==> src/shared/wdt_pkg.sv <==
// Constants and carrier types for the windowed watchdog timer
package wdt_pkg;
  localparam int unsigned CLOCK_FREQ_HZ = 125_000_000;
  localparam int unsigned LOW_POWER_RC_OSC_FREQ_HZ = 32_000;
  localparam int unsigned OSC_TICK_CYCLES = CLOCK_FREQ_HZ / LOW_POWER_RC_OSC_FREQ_HZ;
  localparam int unsigned OSC_CNT_W = 12;
  localparam int unsigned PRE_W = 7;
  localparam int unsigned POST_W = 15;
  localparam int unsigned FIELD_W = 4;
  localparam int unsigned ELAPSED_W = 23;
  localparam logic [PRE_W-1:0] PRE_LAST_SHORT = 7'h1F;
  localparam logic [PRE_W-1:0] PRE_LAST_LONG = 7'h7F;
  localparam logic [4:0] PRE_SHIFT_SHORT = 5'h05;
  localparam logic [4:0] PRE_SHIFT_LONG = 5'h07;
  localparam logic [PRE_W-1:0] PRE_RESET = 7'h00;
  localparam logic [POST_W-1:0] POST_RESET = 15'h0000;

  typedef struct packed {
    logic always_on_config_bit;
    logic window_disable_bit;
    logic prescale_select_bit;
    logic [FIELD_W-1:0] postscale_ratio_field;
  } watchdog_config_t;

  typedef struct packed {
    logic device_reset;
    logic clock_switch_done;
    logic power_save_enter;
    logic power_save_exit;
    logic watchdog_clear_instr;
  } watchdog_events_t;

  typedef enum logic [0:0] {
    MODE_NORMAL = 1'b0,
    MODE_SAVE = 1'b1
  } power_mode_t;
endpackage : wdt_pkg

==> src/rtl/low_power_rc_osc.sv <==
// Tick source standing in for the low-power RC oscillator
`timescale 1ns/1ps
`default_nettype none
module low_power_rc_osc #(
  parameter int unsigned TICK_CYCLES = wdt_pkg::OSC_TICK_CYCLES
) (
  input wire logic clock_in,
  input wire logic arst_n_in,
  input wire logic run_in,
  output logic tick_out
);
  localparam logic [wdt_pkg::OSC_CNT_W-1:0] LAST = wdt_pkg::OSC_CNT_W'(TICK_CYCLES - 1);
  logic [wdt_pkg::OSC_CNT_W-1:0] count;

  // Stopped oscillator holds its phase at zero
  always_ff @(posedge clock_in or negedge arst_n_in) begin
    if (!arst_n_in) begin
      count <= '0;
      tick_out <= 1'b0;
    end else if (!run_in) begin
      count <= '0;
      tick_out <= 1'b0;
    end else begin
      tick_out <= (count == LAST);
      count <= (count == LAST) ? '0 : count + 1'b1;
    end
  end
endmodule : low_power_rc_osc
`default_nettype wire

==> src/rtl/windowed_watchdog_timer.sv <==
// Windowed watchdog timer with prescaler, postscaler and sticky time-out flag
`timescale 1ns/1ps
`default_nettype none
module windowed_watchdog_timer #(
  parameter int unsigned OSC_TICK_CYCLES = wdt_pkg::OSC_TICK_CYCLES
) (
  input wire logic clock_in,
  input wire logic arst_n_in,
  input wire wdt_pkg::watchdog_config_t config_in,
  input wire wdt_pkg::watchdog_events_t events_in,
  input wire logic software_enable_set_in,
  input wire logic software_enable_clear_in,
  input wire logic timeout_flag_clear_in,
  output logic watchdog_reset_out,
  output logic wake_out,
  output logic timeout_sticky_flag_out,
  output logic software_enable_bit_out,
  output logic low_power_rc_osc_run_out,
  output logic window_open_out
);
  function automatic logic [wdt_pkg::POST_W-1:0] post_last_of(
    input logic [wdt_pkg::FIELD_W-1:0] field
  );
    logic [wdt_pkg::POST_W:0] ratio;
    ratio = (wdt_pkg::POST_W + 1)'(1) << field;
    return wdt_pkg::POST_W'(ratio - 1'b1);
  endfunction : post_last_of

  function automatic logic [4:0] pre_shift_of(input logic sel);
    return sel ? wdt_pkg::PRE_SHIFT_LONG : wdt_pkg::PRE_SHIFT_SHORT;
  endfunction : pre_shift_of

  logic [wdt_pkg::PRE_W-1:0] pre_count;
  logic [wdt_pkg::POST_W-1:0] post_count;
  wdt_pkg::power_mode_t mode;
  logic software_enable;
  logic timeout_flag;
  logic osc_tick;
  logic enable;
  logic restart;
  logic pre_last;
  logic post_last;
  logic timeout;
  logic early_clear;
  logic [wdt_pkg::ELAPSED_W-1:0] elapsed;
  logic [wdt_pkg::ELAPSED_W-1:0] period;
  logic [wdt_pkg::ELAPSED_W-1:0] window_start;
  logic [wdt_pkg::PRE_W-1:0] pre_last_value;

  assign enable = config_in.always_on_config_bit | software_enable;

  low_power_rc_osc #(
    .TICK_CYCLES(OSC_TICK_CYCLES)
  ) u_osc (
    .clock_in(clock_in),
    .arst_n_in(arst_n_in),
    .run_in(enable),
    .tick_out(osc_tick)
  );

  assign pre_last_value = config_in.prescale_select_bit ? wdt_pkg::PRE_LAST_LONG
                                                        : wdt_pkg::PRE_LAST_SHORT;
  assign pre_last = (pre_count >= pre_last_value);
  assign post_last = (post_count >= post_last_of(config_in.postscale_ratio_field));
  assign timeout = enable && osc_tick && pre_last && post_last;

  // Elapsed and period in oscillator ticks
  assign elapsed = (wdt_pkg::ELAPSED_W'(post_count) << pre_shift_of(config_in.prescale_select_bit))
                   | wdt_pkg::ELAPSED_W'(pre_count);
  assign period = wdt_pkg::ELAPSED_W'(1) << (5'(config_in.postscale_ratio_field)
                  + pre_shift_of(config_in.prescale_select_bit));
  assign window_start = period - (period >> 2);
  assign early_clear = enable && events_in.watchdog_clear_instr
                       && !config_in.window_disable_bit && (elapsed < window_start);

  assign restart = events_in.device_reset || events_in.clock_switch_done
                   || events_in.power_save_enter || events_in.power_save_exit
                   || events_in.watchdog_clear_instr || timeout || !enable;

  // Prescaler and postscaler; a config change mid-count is caught by the >= compares
  always_ff @(posedge clock_in or negedge arst_n_in) begin
    if (!arst_n_in) begin
      pre_count <= wdt_pkg::PRE_RESET;
      post_count <= wdt_pkg::POST_RESET;
    end else if (restart) begin
      pre_count <= wdt_pkg::PRE_RESET;
      post_count <= wdt_pkg::POST_RESET;
    end else if (osc_tick) begin
      if (pre_last) begin
        pre_count <= wdt_pkg::PRE_RESET;
        post_count <= post_count + 1'b1;
      end else begin
        pre_count <= pre_count + 1'b1;
      end
    end
  end

  // Power-save tracking; exit wins if both arrive together
  always_ff @(posedge clock_in or negedge arst_n_in) begin
    if (!arst_n_in) begin
      mode <= wdt_pkg::MODE_NORMAL;
    end else begin
      case (mode)
        wdt_pkg::MODE_NORMAL: begin
          if (events_in.power_save_enter && !events_in.power_save_exit) begin
            mode <= wdt_pkg::MODE_SAVE;
          end
        end
        wdt_pkg::MODE_SAVE: begin
          if (events_in.power_save_exit || events_in.device_reset || timeout) begin
            mode <= wdt_pkg::MODE_NORMAL;
          end
        end
        default: mode <= wdt_pkg::MODE_NORMAL;
      endcase
    end
  end

  always_ff @(posedge clock_in or negedge arst_n_in) begin
    if (!arst_n_in) begin
      software_enable <= 1'b0;
    end else if (events_in.device_reset) begin
      software_enable <= 1'b0;
    end else if (software_enable_set_in) begin
      software_enable <= 1'b1;
    end else if (software_enable_clear_in) begin
      software_enable <= 1'b0;
    end
  end

  // Set beats clear so a time-out in the clearing cycle is kept
  always_ff @(posedge clock_in or negedge arst_n_in) begin
    if (!arst_n_in) begin
      timeout_flag <= 1'b0;
    end else if (timeout || early_clear) begin
      timeout_flag <= 1'b1;
    end else if (timeout_flag_clear_in) begin
      timeout_flag <= 1'b0;
    end
  end

  always_ff @(posedge clock_in or negedge arst_n_in) begin
    if (!arst_n_in) begin
      watchdog_reset_out <= 1'b0;
      wake_out <= 1'b0;
    end else begin
      watchdog_reset_out <= (timeout && mode == wdt_pkg::MODE_NORMAL) || early_clear;
      wake_out <= timeout && mode == wdt_pkg::MODE_SAVE;
    end
  end

  always_ff @(posedge clock_in or negedge arst_n_in) begin
    if (!arst_n_in) begin
      low_power_rc_osc_run_out <= 1'b0;
      window_open_out <= 1'b0;
    end else begin
      low_power_rc_osc_run_out <= enable;
      window_open_out <= enable && (config_in.window_disable_bit || elapsed >= window_start);
    end
  end

  assign timeout_sticky_flag_out = timeout_flag;
  assign software_enable_bit_out = software_enable;
endmodule : windowed_watchdog_timer
`default_nettype wire

==> config.mk <==
export PLATFORM = sky130hd
export DESIGN_NAME = windowed_watchdog_timer
export DESIGN_NICKNAME = d
export VERILOG_FILES = /design/src/shared/wdt_pkg.sv /design/src/rtl/low_power_rc_osc.sv /design/src/rtl/windowed_watchdog_timer.sv
export SDC_FILE = /design/constraint.sdc
export NUM_CORES = 1
export LEC_CHECK = 0
export BUFFER_PORTS_ARGS = -buffer_cell sky130_fd_sc_hd__buf_4
export CORE_MARGIN = 2
export CORE_UTILIZATION = 40
export CTS_BUF_LIST = sky130_fd_sc_hd__clkbuf_8
export DETAILED_ROUTE_END_ITERATION = 12
export GPL_TIMING_DRIVEN = 0
export PLACE_DENSITY_LB_ADDON = 0.1
export SKIP_LAST_GASP = 1
export SLEW_MARGIN = 0
export SYNTH_ARGS = -nofsm -noshare
export SYNTH_HDL_FRONTEND = slang
export SYNTH_HIERARCHICAL = 1
export SYNTH_SLANG_ARGS = --single-unit
==> constraint.sdc <==
create_clock -name clock_in -period 2.25 [get_ports clock_in]
set_input_delay 0.45 -clock clock_in [delete_from_list [all_inputs] [get_ports clock_in]]
set_output_delay 0.45 -clock clock_in [all_outputs]
set_load 0.005 [all_outputs]
==> results of run 1 <==
Yosys cell counts (8+ instances only):
master | instances | area [um^2]
nand2_1 | 41 | 154
nor2_1 | 68 | 255
xnor2_1 | 17 | 149
a21oi_1 | 31 | 155
o21a_1 | 10 | 75.1
nand3_1 | 25 | 125
clkbuf_1 | 11 | 41.3
o21ai_0 | 19 | 95.1
inv_1 | 32 | 120
a21o_1 | 19 | 143
dfrtp_1 | 42 | 1050
and3_1 | 8 | 50.1
nand4_1 | 15 | 93.8
mux2_2 | 12 | 135
xor2_1 | 29 | 254
ha_1 | 64 | 801
layout make-up:
class	count	area, um^2	share of cell area, %
clock inverters	3	41.3	0.703
clock buffers	5	68.8	1.17
inverters	34	138	2.34
flip-flops and latches	42	1050	17.9
plain buffers	18	159	2.70
multi-input cells	480	3830	65.2
repair buffers	50	409	6.96
well taps	143	179	3.05
sequential cells by signal, indices dropped and copies added, names as in the netlist:
signal / count
wake_out: 1
u_osc/tick_out: 1
timeout_sticky_flag_out: 1
pre_count: 7
post_count: 15
watchdog_reset_out: 1
window_open_out: 1
mode: 1
low_power_rc_osc_run_out: 1
u_osc/count: 12
software_enable_bit_out: 1
path summary, 6_finish.rpt:
kind	from	end	cells past startpoint
max reg2reg	post_count[1]$_DFFE_PN0P_	watchdog_reset_out$_DFF_PN0_	10
min	arst_n_in	u_osc/count[3]$_DFF_PN0_	1
max	config_in[4]	watchdog_reset_out$_DFF_PN0_	21
min in group clock_in	events_in[1]	mode$_DFF_PN0_	2
min reg2reg	u_osc/count[0]$_DFF_PN0_	u_osc/count[0]$_DFF_PN0_	1
max in group asynchronous	arst_n_in	pre_count[6]$_DFFE_PN0P_	1
logic make-up after synthesis:
logic type,after synthesis,synth area share (%)
AO/OA/AOI/OAI,134,20.8
XOR/XNOR,46,8.42
adder cells (fa/ha/maj),65,17.2
buffers and inverters,54,5.47
flip-flops,42,22.0
multiplexers,14,3.24
other,2,0.157
AND/OR/NAND/NOR,211,22.7
layer usage:
layer | up-vias | GRT usage (%)
met1 | 2048 | 27.8
met3 | 10 | 3.00
met5 | - | 0
met2 | 56 | 31.9
met4 | 0 | 3.33
li1 | 2159 | -
worst max-delay path, cell delays in order:
cell and delay, ns:
buf_8 0.10, ha_4 0.18, or3b_4 0.39, and2_4 0.15, or3_4 0.35, ha_4 0.18, a2111o_1 0.32, nor4_4 0.19
o31a_2 0.22, o22ai_2 0.09, a21oi_2 0.15, xor2_1 0.25, ha_1 0.29, a21o_1 0.16, a21o_1 0.16, a21oi_2 0.18
nand2b_1 0.10, a211oi_2 0.28, o21a_1 0.20, o2bb2a_4 0.17, o211ai_1 0.07
power by group:
| group | switching [W] | total (W) | internal, W |
|---|---|---|---|
| Combinational | 0.000553 | 0.00104 | 0.000484 |
| Sequential | 0.0000242 | 0.000803 | 0.000778 |
| Clock | 0.000266 | 0.000593 | 0.000327 |
metrics by stage:
step / instances / util [%] / total power, W
floorplan: 576 / - / 0.00149
CTS: 770 / 49.8 / 0.00243
global route: 775 / 50.8 / 0.00260
global placement: 739 / 45.5 / 0.00169
finish: 775 / 50.8 / 0.00243
detailed placement: 739 / 45.5 / 0.00171
what timing repair did:
| action | in CTS | in global routing |
|---|---|---|
| gates cloned | 1 | 0 |
| pin swaps | 20 | 15 |
| setup endpoints to repair | 27 | 27 |
| buffers inserted | 22 | 7 |
| resized for setup | 40 | 18 |
| hold buffers | 0 | 0 |
==> qor.csv, run 1 <==
metric;value;unit
outcome;finished with violations;
failing checks;setup timing;
htree depth;2;
met2 WL post-DR;5580;um
DRC viols;0;
crit end category;flop;
worst vdd ir;0.317;mV
Iter 0 DRT Violations;231;
number of synthesized flops with an enable pin;0;
Top Layer Used;met4;
Top FF cell, synth;dfrtp_1;
HP Class;in -> async;
most frequent cells in the layout;63 x nor2_1, 56 x ha_1, 44 x buf_4, 42 x dfrtp_1, 41 x nand2_1;
clk sinks;42;
routed vias;4273;
Layout area overhead;22.9;%
Final period util;196;%
relative slew slack;44.7;%
power density over cell area;414;nW/um^2
measured slew at the worst slew-check pin;0.824;ns
largest net degree at the start of global routing;43;
clock transition at the registers of the reported paths;0.08;ns
Final WS setup;-2.16;ns
Seq/Total Area, Yosys;22.0;%
WL met1;6090;um
grt total ovfl;0;
vias in the first global route;4278;
total track usage;19.6;%
Die H;113;um
WL/cell;15.6;um
synth warn;6;
Fin. Hold Viols;0;
DR WL met3;338;um
WP data arrival;4.63;ns
post-synthesis area per instance;8.42;um^2
unrepaired setup endpoints after global routing;yes;
post-synth cell types;86;
first-pass GRT wire length;20500;um
num ports;23;
Final TNS setup;-24.41;ns
Final min period;4.41;ns
gpl congestion;0.831;
Vias/cell;5.51;
WP data required;2.47;ns
clock skew;0.00887;ns
fraction of registers with async set/reset;100;%
Critical Path Start Type;input port;
#FFs+latches synth;42;
setup slack, reg-to-reg;-0.31;ns
clock buffer depth;2;
Final ANT Viol Nets;0;
Setup Viol. Count Final;21;
CP Max Fanout;5;
Clock Latency Late Sink;0.30;ns
CTS tree;built;
ratio of cells with drive above 1 in the final layout;24.2;%
Pre-Repair DR Iteration Count;4;
Final #Nets;713;
Post-Syn Area;4780;um^2
root buf cell;clkbuf_8;
port buffer count;20;
Core Footprint;11600;um^2
total CTS buffers;5;
Syn Inst Count;568;
Cell Rows;39;
Max Cap Viol;0;
antenna violations before repair;0;
fillcell total;1089;
die width;113;um
Max Slew Vio Count;0;
Pleak;2.75;nW
ANT cells;0;
Setup CP Type;in -> reg;
full die area;12800;um^2
pre-CTS WS;-2.94;ns
Post-Route WL;12100;um
hpwl dp;9280;um
dpl cell area;5260;um^2
Final Instance Area;5880;um^2
achievable frequency;227;MHz
starting density of the core;41.4;%
commonest non-fill, non-tap cell in the layout;nor2_1;
final hold slack;0.123;ns
(Power assumes the default switching activity.)
==> run 2: changes to the inputs <==
--- a/config.mk
+++ b/config.mk
@@ -16,5 +16,4 @@
 export SLEW_MARGIN = 0
 export SYNTH_ARGS = -nofsm -noshare
 export SYNTH_HDL_FRONTEND = slang
-export SYNTH_HIERARCHICAL = 1
 export SYNTH_SLANG_ARGS = --single-unit
==> run 2 against run 1 <==
  * The flow still finishes with violations (setup timing)
  * Cell area grew 2.9%
  * Register-to-register slack lost 0.27 ns
  * Area after synthesis shrank 1.2%
  * Via count grew 4.2%
  * Cell count grew 2.1%
  * Die area shrank 1.2%
  * First-iteration DRC count grew 5.6%
  * Synthesized cell count grew 1.2%
  * Clock skew shrank 0.0017 ns
  * Critical path depth shrank 1
  * Largest cell class unchanged
==> qor.csv, run 2 <==
metric;value;unit;change
#FFs+latches synth;42;;unchanged
Syn Inst Count;575;;+1.2%
measured slew at the worst slew-check pin;0.766;ns;-0.0582 ns
gpl congestion;0.906;;+9.0%
Clock Latency Late Sink;0.30;ns;about the same
Pleak;2.83;nW;+2.8%
most used cell, CP;ha_4;;
Psw;0.000872;W;+3.4%
WP data required;2.42;ns;-0.05 ns
DRC viols;0;;unchanged
first-pass GRT wire length;21000;um;+2.3%
Reg power frac;33.4;%;+0.4 points
Pwr Total;0.00240;W;-1.2%
Critical R2R Capture;post_count[14]$_DFFE_PN0P_;;
antenna violations before repair;0;;unchanged
Cell Rows;39;;unchanged
full die area;12700;um^2;-1.2%
ANT cells;0;;unchanged
post-synth cell types;68;;-21%
num ports;23;;unchanged
CP Max Fanout;4;;-1
worst vdd ir;0.351;mV;+11%
fraction of registers with async set/reset;100;%;unchanged
Pre-Repair DR Iteration Count;4;;unchanged
Finished Layout Cells;791;;+2.1%
Post-Route WL;12600;um;+4.0%
ratio of cells with drive above 1 in the final layout;25.9;%;+1.7 points
Core Footprint;11500;um^2;-0.84%
Vias/cell;5.63;;+2.1%
hpwl dp;9640;um;+4.0%
power density over cell area;397;nW/um^2;-4.1%
Fin. Hold Viols;0;;unchanged
Seq/Total Area, Yosys;22.3;%;+0.27 points
post-synth top area share;22.3;%;+0.27 points
clock buffer depth;2;;unchanged
Final WS setup;-2.04;ns;+0.118 ns
Final TNS setup;-39.32;ns;-14.92 ns
WP data arrival;4.46;ns;-0.17 ns
relative slew slack;48.9;%;+4.2 points
hold_buf cts;0;;unchanged
Clock power frac;21.8;%;-2.6 points
Slowest cell on crit path;or4_4;;
most frequent cell after synthesis;ha_1;;
Final period util;191;%;-5.3 points
Iter 0 DRT Violations;244;;+5.6%
htree depth;2;;unchanged
failing checks;setup timing;;
final core utilization;52.7;%;+1.9 points
Max Cap Viol;0;;unchanged
dominant cells by area after synthesis;dfrtp_1 22%, ha_1 17%, xor2_1 5.0%;;
Post-Syn Area;4720;um^2;-1.2%
Final #Nets;729;;+2.2%
Sw Ratio;36.3;%;+1.6 points
die width;113;um;-0.60%
number of synthesized flops with an enable pin;0;;unchanged
clk sinks;42;;unchanged
largest area contributor in the netlist;dfrtp_1;;
Comb pwr share;44.8;%;+2.2 points
Largest Register;post_count;;
FF-to-FF path depth;10;;unchanged
clock skew;0.00721;ns;-0.00166 ns
routed vias;4451;;+4.2%
max reg flops;15;;unchanged
port buffer count;21;;+5.0%
synth warn;0;;-6
crit-path cells;buf_8, ha_4, or4_4, inv_2, ha_4, and3_4, o21ai_2, o21ai_2, o221ai_2, a21o_1, or4_1, and3_4, ha_4, nand3_4, nor4_4, nand2_2, o31a_1, buf_6, a2bb2oi_4, o2111ai_2;;
Placed Cells;747;;+1.1%
largest net degree at the start of global routing;43;;unchanged
clock transition at the registers of the reported paths;0.08;ns;about the same
Layout area overhead;28.1;%;
Worst Setup SP;config_in[1];;
unrepaired setup endpoints after global routing;yes;;
starting density of the core;41.2;%;-0.16 points
HP Class;in -> async;;
vias in the first global route;4321;;+1.0%
WL/cell;15.9;um;+1.8%
most frequent cells in the layout;55 x ha_1, 49 x buf_4, 48 x nor2_1, 42 x dfrtp_1, 39 x nand2_1;;
pre-CTS WS;-3.01;ns;-0.0693 ns
registers with the most flip-flops;post_count x15, u_osc.count x12, pre_count x7;;
root buf cell;clkbuf_8;;
total CTS buffers;5;;unchanged
Max Slew Vio Count;0;;unchanged
commonest non-fill, non-tap cell in the layout;ha_1;;
total track usage;20.1;%;+0.50 points
Final ANT Viol Nets;0;;unchanged
crit end category;flop;;
Critical Path Start Type;input port;;
leading cell types by count after synthesis;64 x ha_1, 54 x nor2_1, 43 x nand2_1;;
Final min period;4.29;ns;-0.118 ns
Pint;0.00153;W;-3.7%
critical path's largest stage delay;0.49;ns;+0.10 ns
CTS tree;built;;
achievable frequency;233;MHz;+2.8%
grt total ovfl;0;;unchanged
post-synthesis area per instance;8.21;um^2;-2.4%
setup slack, reg-to-reg;-0.58;ns;-0.27 ns
Die H;113;um;-0.60%
Top FF cell, synth;dfrtp_1;;
Setup Viol. Count Final;21;;unchanged
outcome;finished with violations;;
Setup CP Type;in -> reg;;
Reg-to-Reg Start;post_count[8]$_DFFE_PN0P_;;
-- run 2: cell types whose count changed after synthesis, moves of 4 or more --
cell and delta:
clkbuf_1 +5, a31oi_1 -5, o21ai_0 +6, and3_1 +5, nor3_2 +8, o31a_1 +4, nor2_1 -14, a21oi_1 +7
nor3_1 +12
-- run 2: metal layers --
metal  vias up  track usage, %  part of all wire, %
li1       2235               -                    -
met3        21            2.70                  3.0
met2        53            32.9                   48
met5         -               0                    0
met4         0            4.39                  1.7
met1      2142            28.2                   48
-- run 2: how the worst max path moves through the flow --
stage,to,cells past startpoint
6_report,timeout_sticky_flag_out$_DFFE_PN0P_,20
5_1_grt,window_open_out$_DFF_PN0_,25
4_1_cts,window_open_out$_DFF_PN0_,19
3_5_place_dp,window_open_out$_DFF_PN0_,22
3_3_place_gp,window_open_out$_DFF_PN0_,21
2_1_floorplan,window_open_out$_DFF_PN0_,18
-- run 2: cells by family (layout without fill, tap and decap cells) --
kind of cell               Yosys count  in the layout  share of synthesized area [%]
muxes                               16             16                           3.76
buffers and inverters               51            116                           4.61
adders and majority gates           65             65                           17.4
DFF                                 42             42                           22.3
xor gates and xnor gates            42             42                           7.79
AOI/OAI and AO/OA                  133            133                           18.7
and+or+nand+nor                    224            224                           25.4
other                                2             10                          0.159
-- run 2: critical path, delay by kind of cell --
| family | cells | cell delay, ns |
|---|---|---|
| compound gates | 7 | 1.22 |
| fa+ha+maj | 3 | 0.67 |
| simple gates | 7 | 1.79 |
| buf+inv | 3 | 0.31 |
-- run 2: area by class of cell --
class | instances | area (um^2)
clock inverters | 2 | 12.5
well taps | 143 | 179
multi-input cells | 490 | 3920
inverters | 29 | 111
fillers | 1099 | 5420
plain buffers | 21 | 185
repair buffers | 58 | 505
flip-flops and latches | 42 | 1050
clock buffers | 6 | 82.6
-- run 2: per-stage QoR --
step / cell area, um^2 / hold slack [ns]
6_report: 6050 / 0.115
5_1_grt: 6050 / 0.150
4_1_cts: 5830 / 0.137
3_5_place_dp: 5290 / 0.471
3_3_place_gp: 5290 / 0.466
2_1_floorplan: 4960 / 0.154
-- run 2: timing repair --
action / in CTS / in global routing
cloned: 1 / 0
setup buffers: 27 / 9
pin swaps: 27 / 30
resized for setup: 41 / 36
setup endpoints to repair: 26 / 26
-- run 2: power groups by stage --
stage	Clock (W)	Combinational, W	Sequential, W
after floorplan	0	0.000629	0.000814
after global placement	0	0.000833	0.000816
after detailed placement	0	0.000850	0.000817
after CTS	0.000542	0.00101	0.000803
after global routing	0.000581	0.00118	0.000807
final	0.000523	0.00108	0.000803
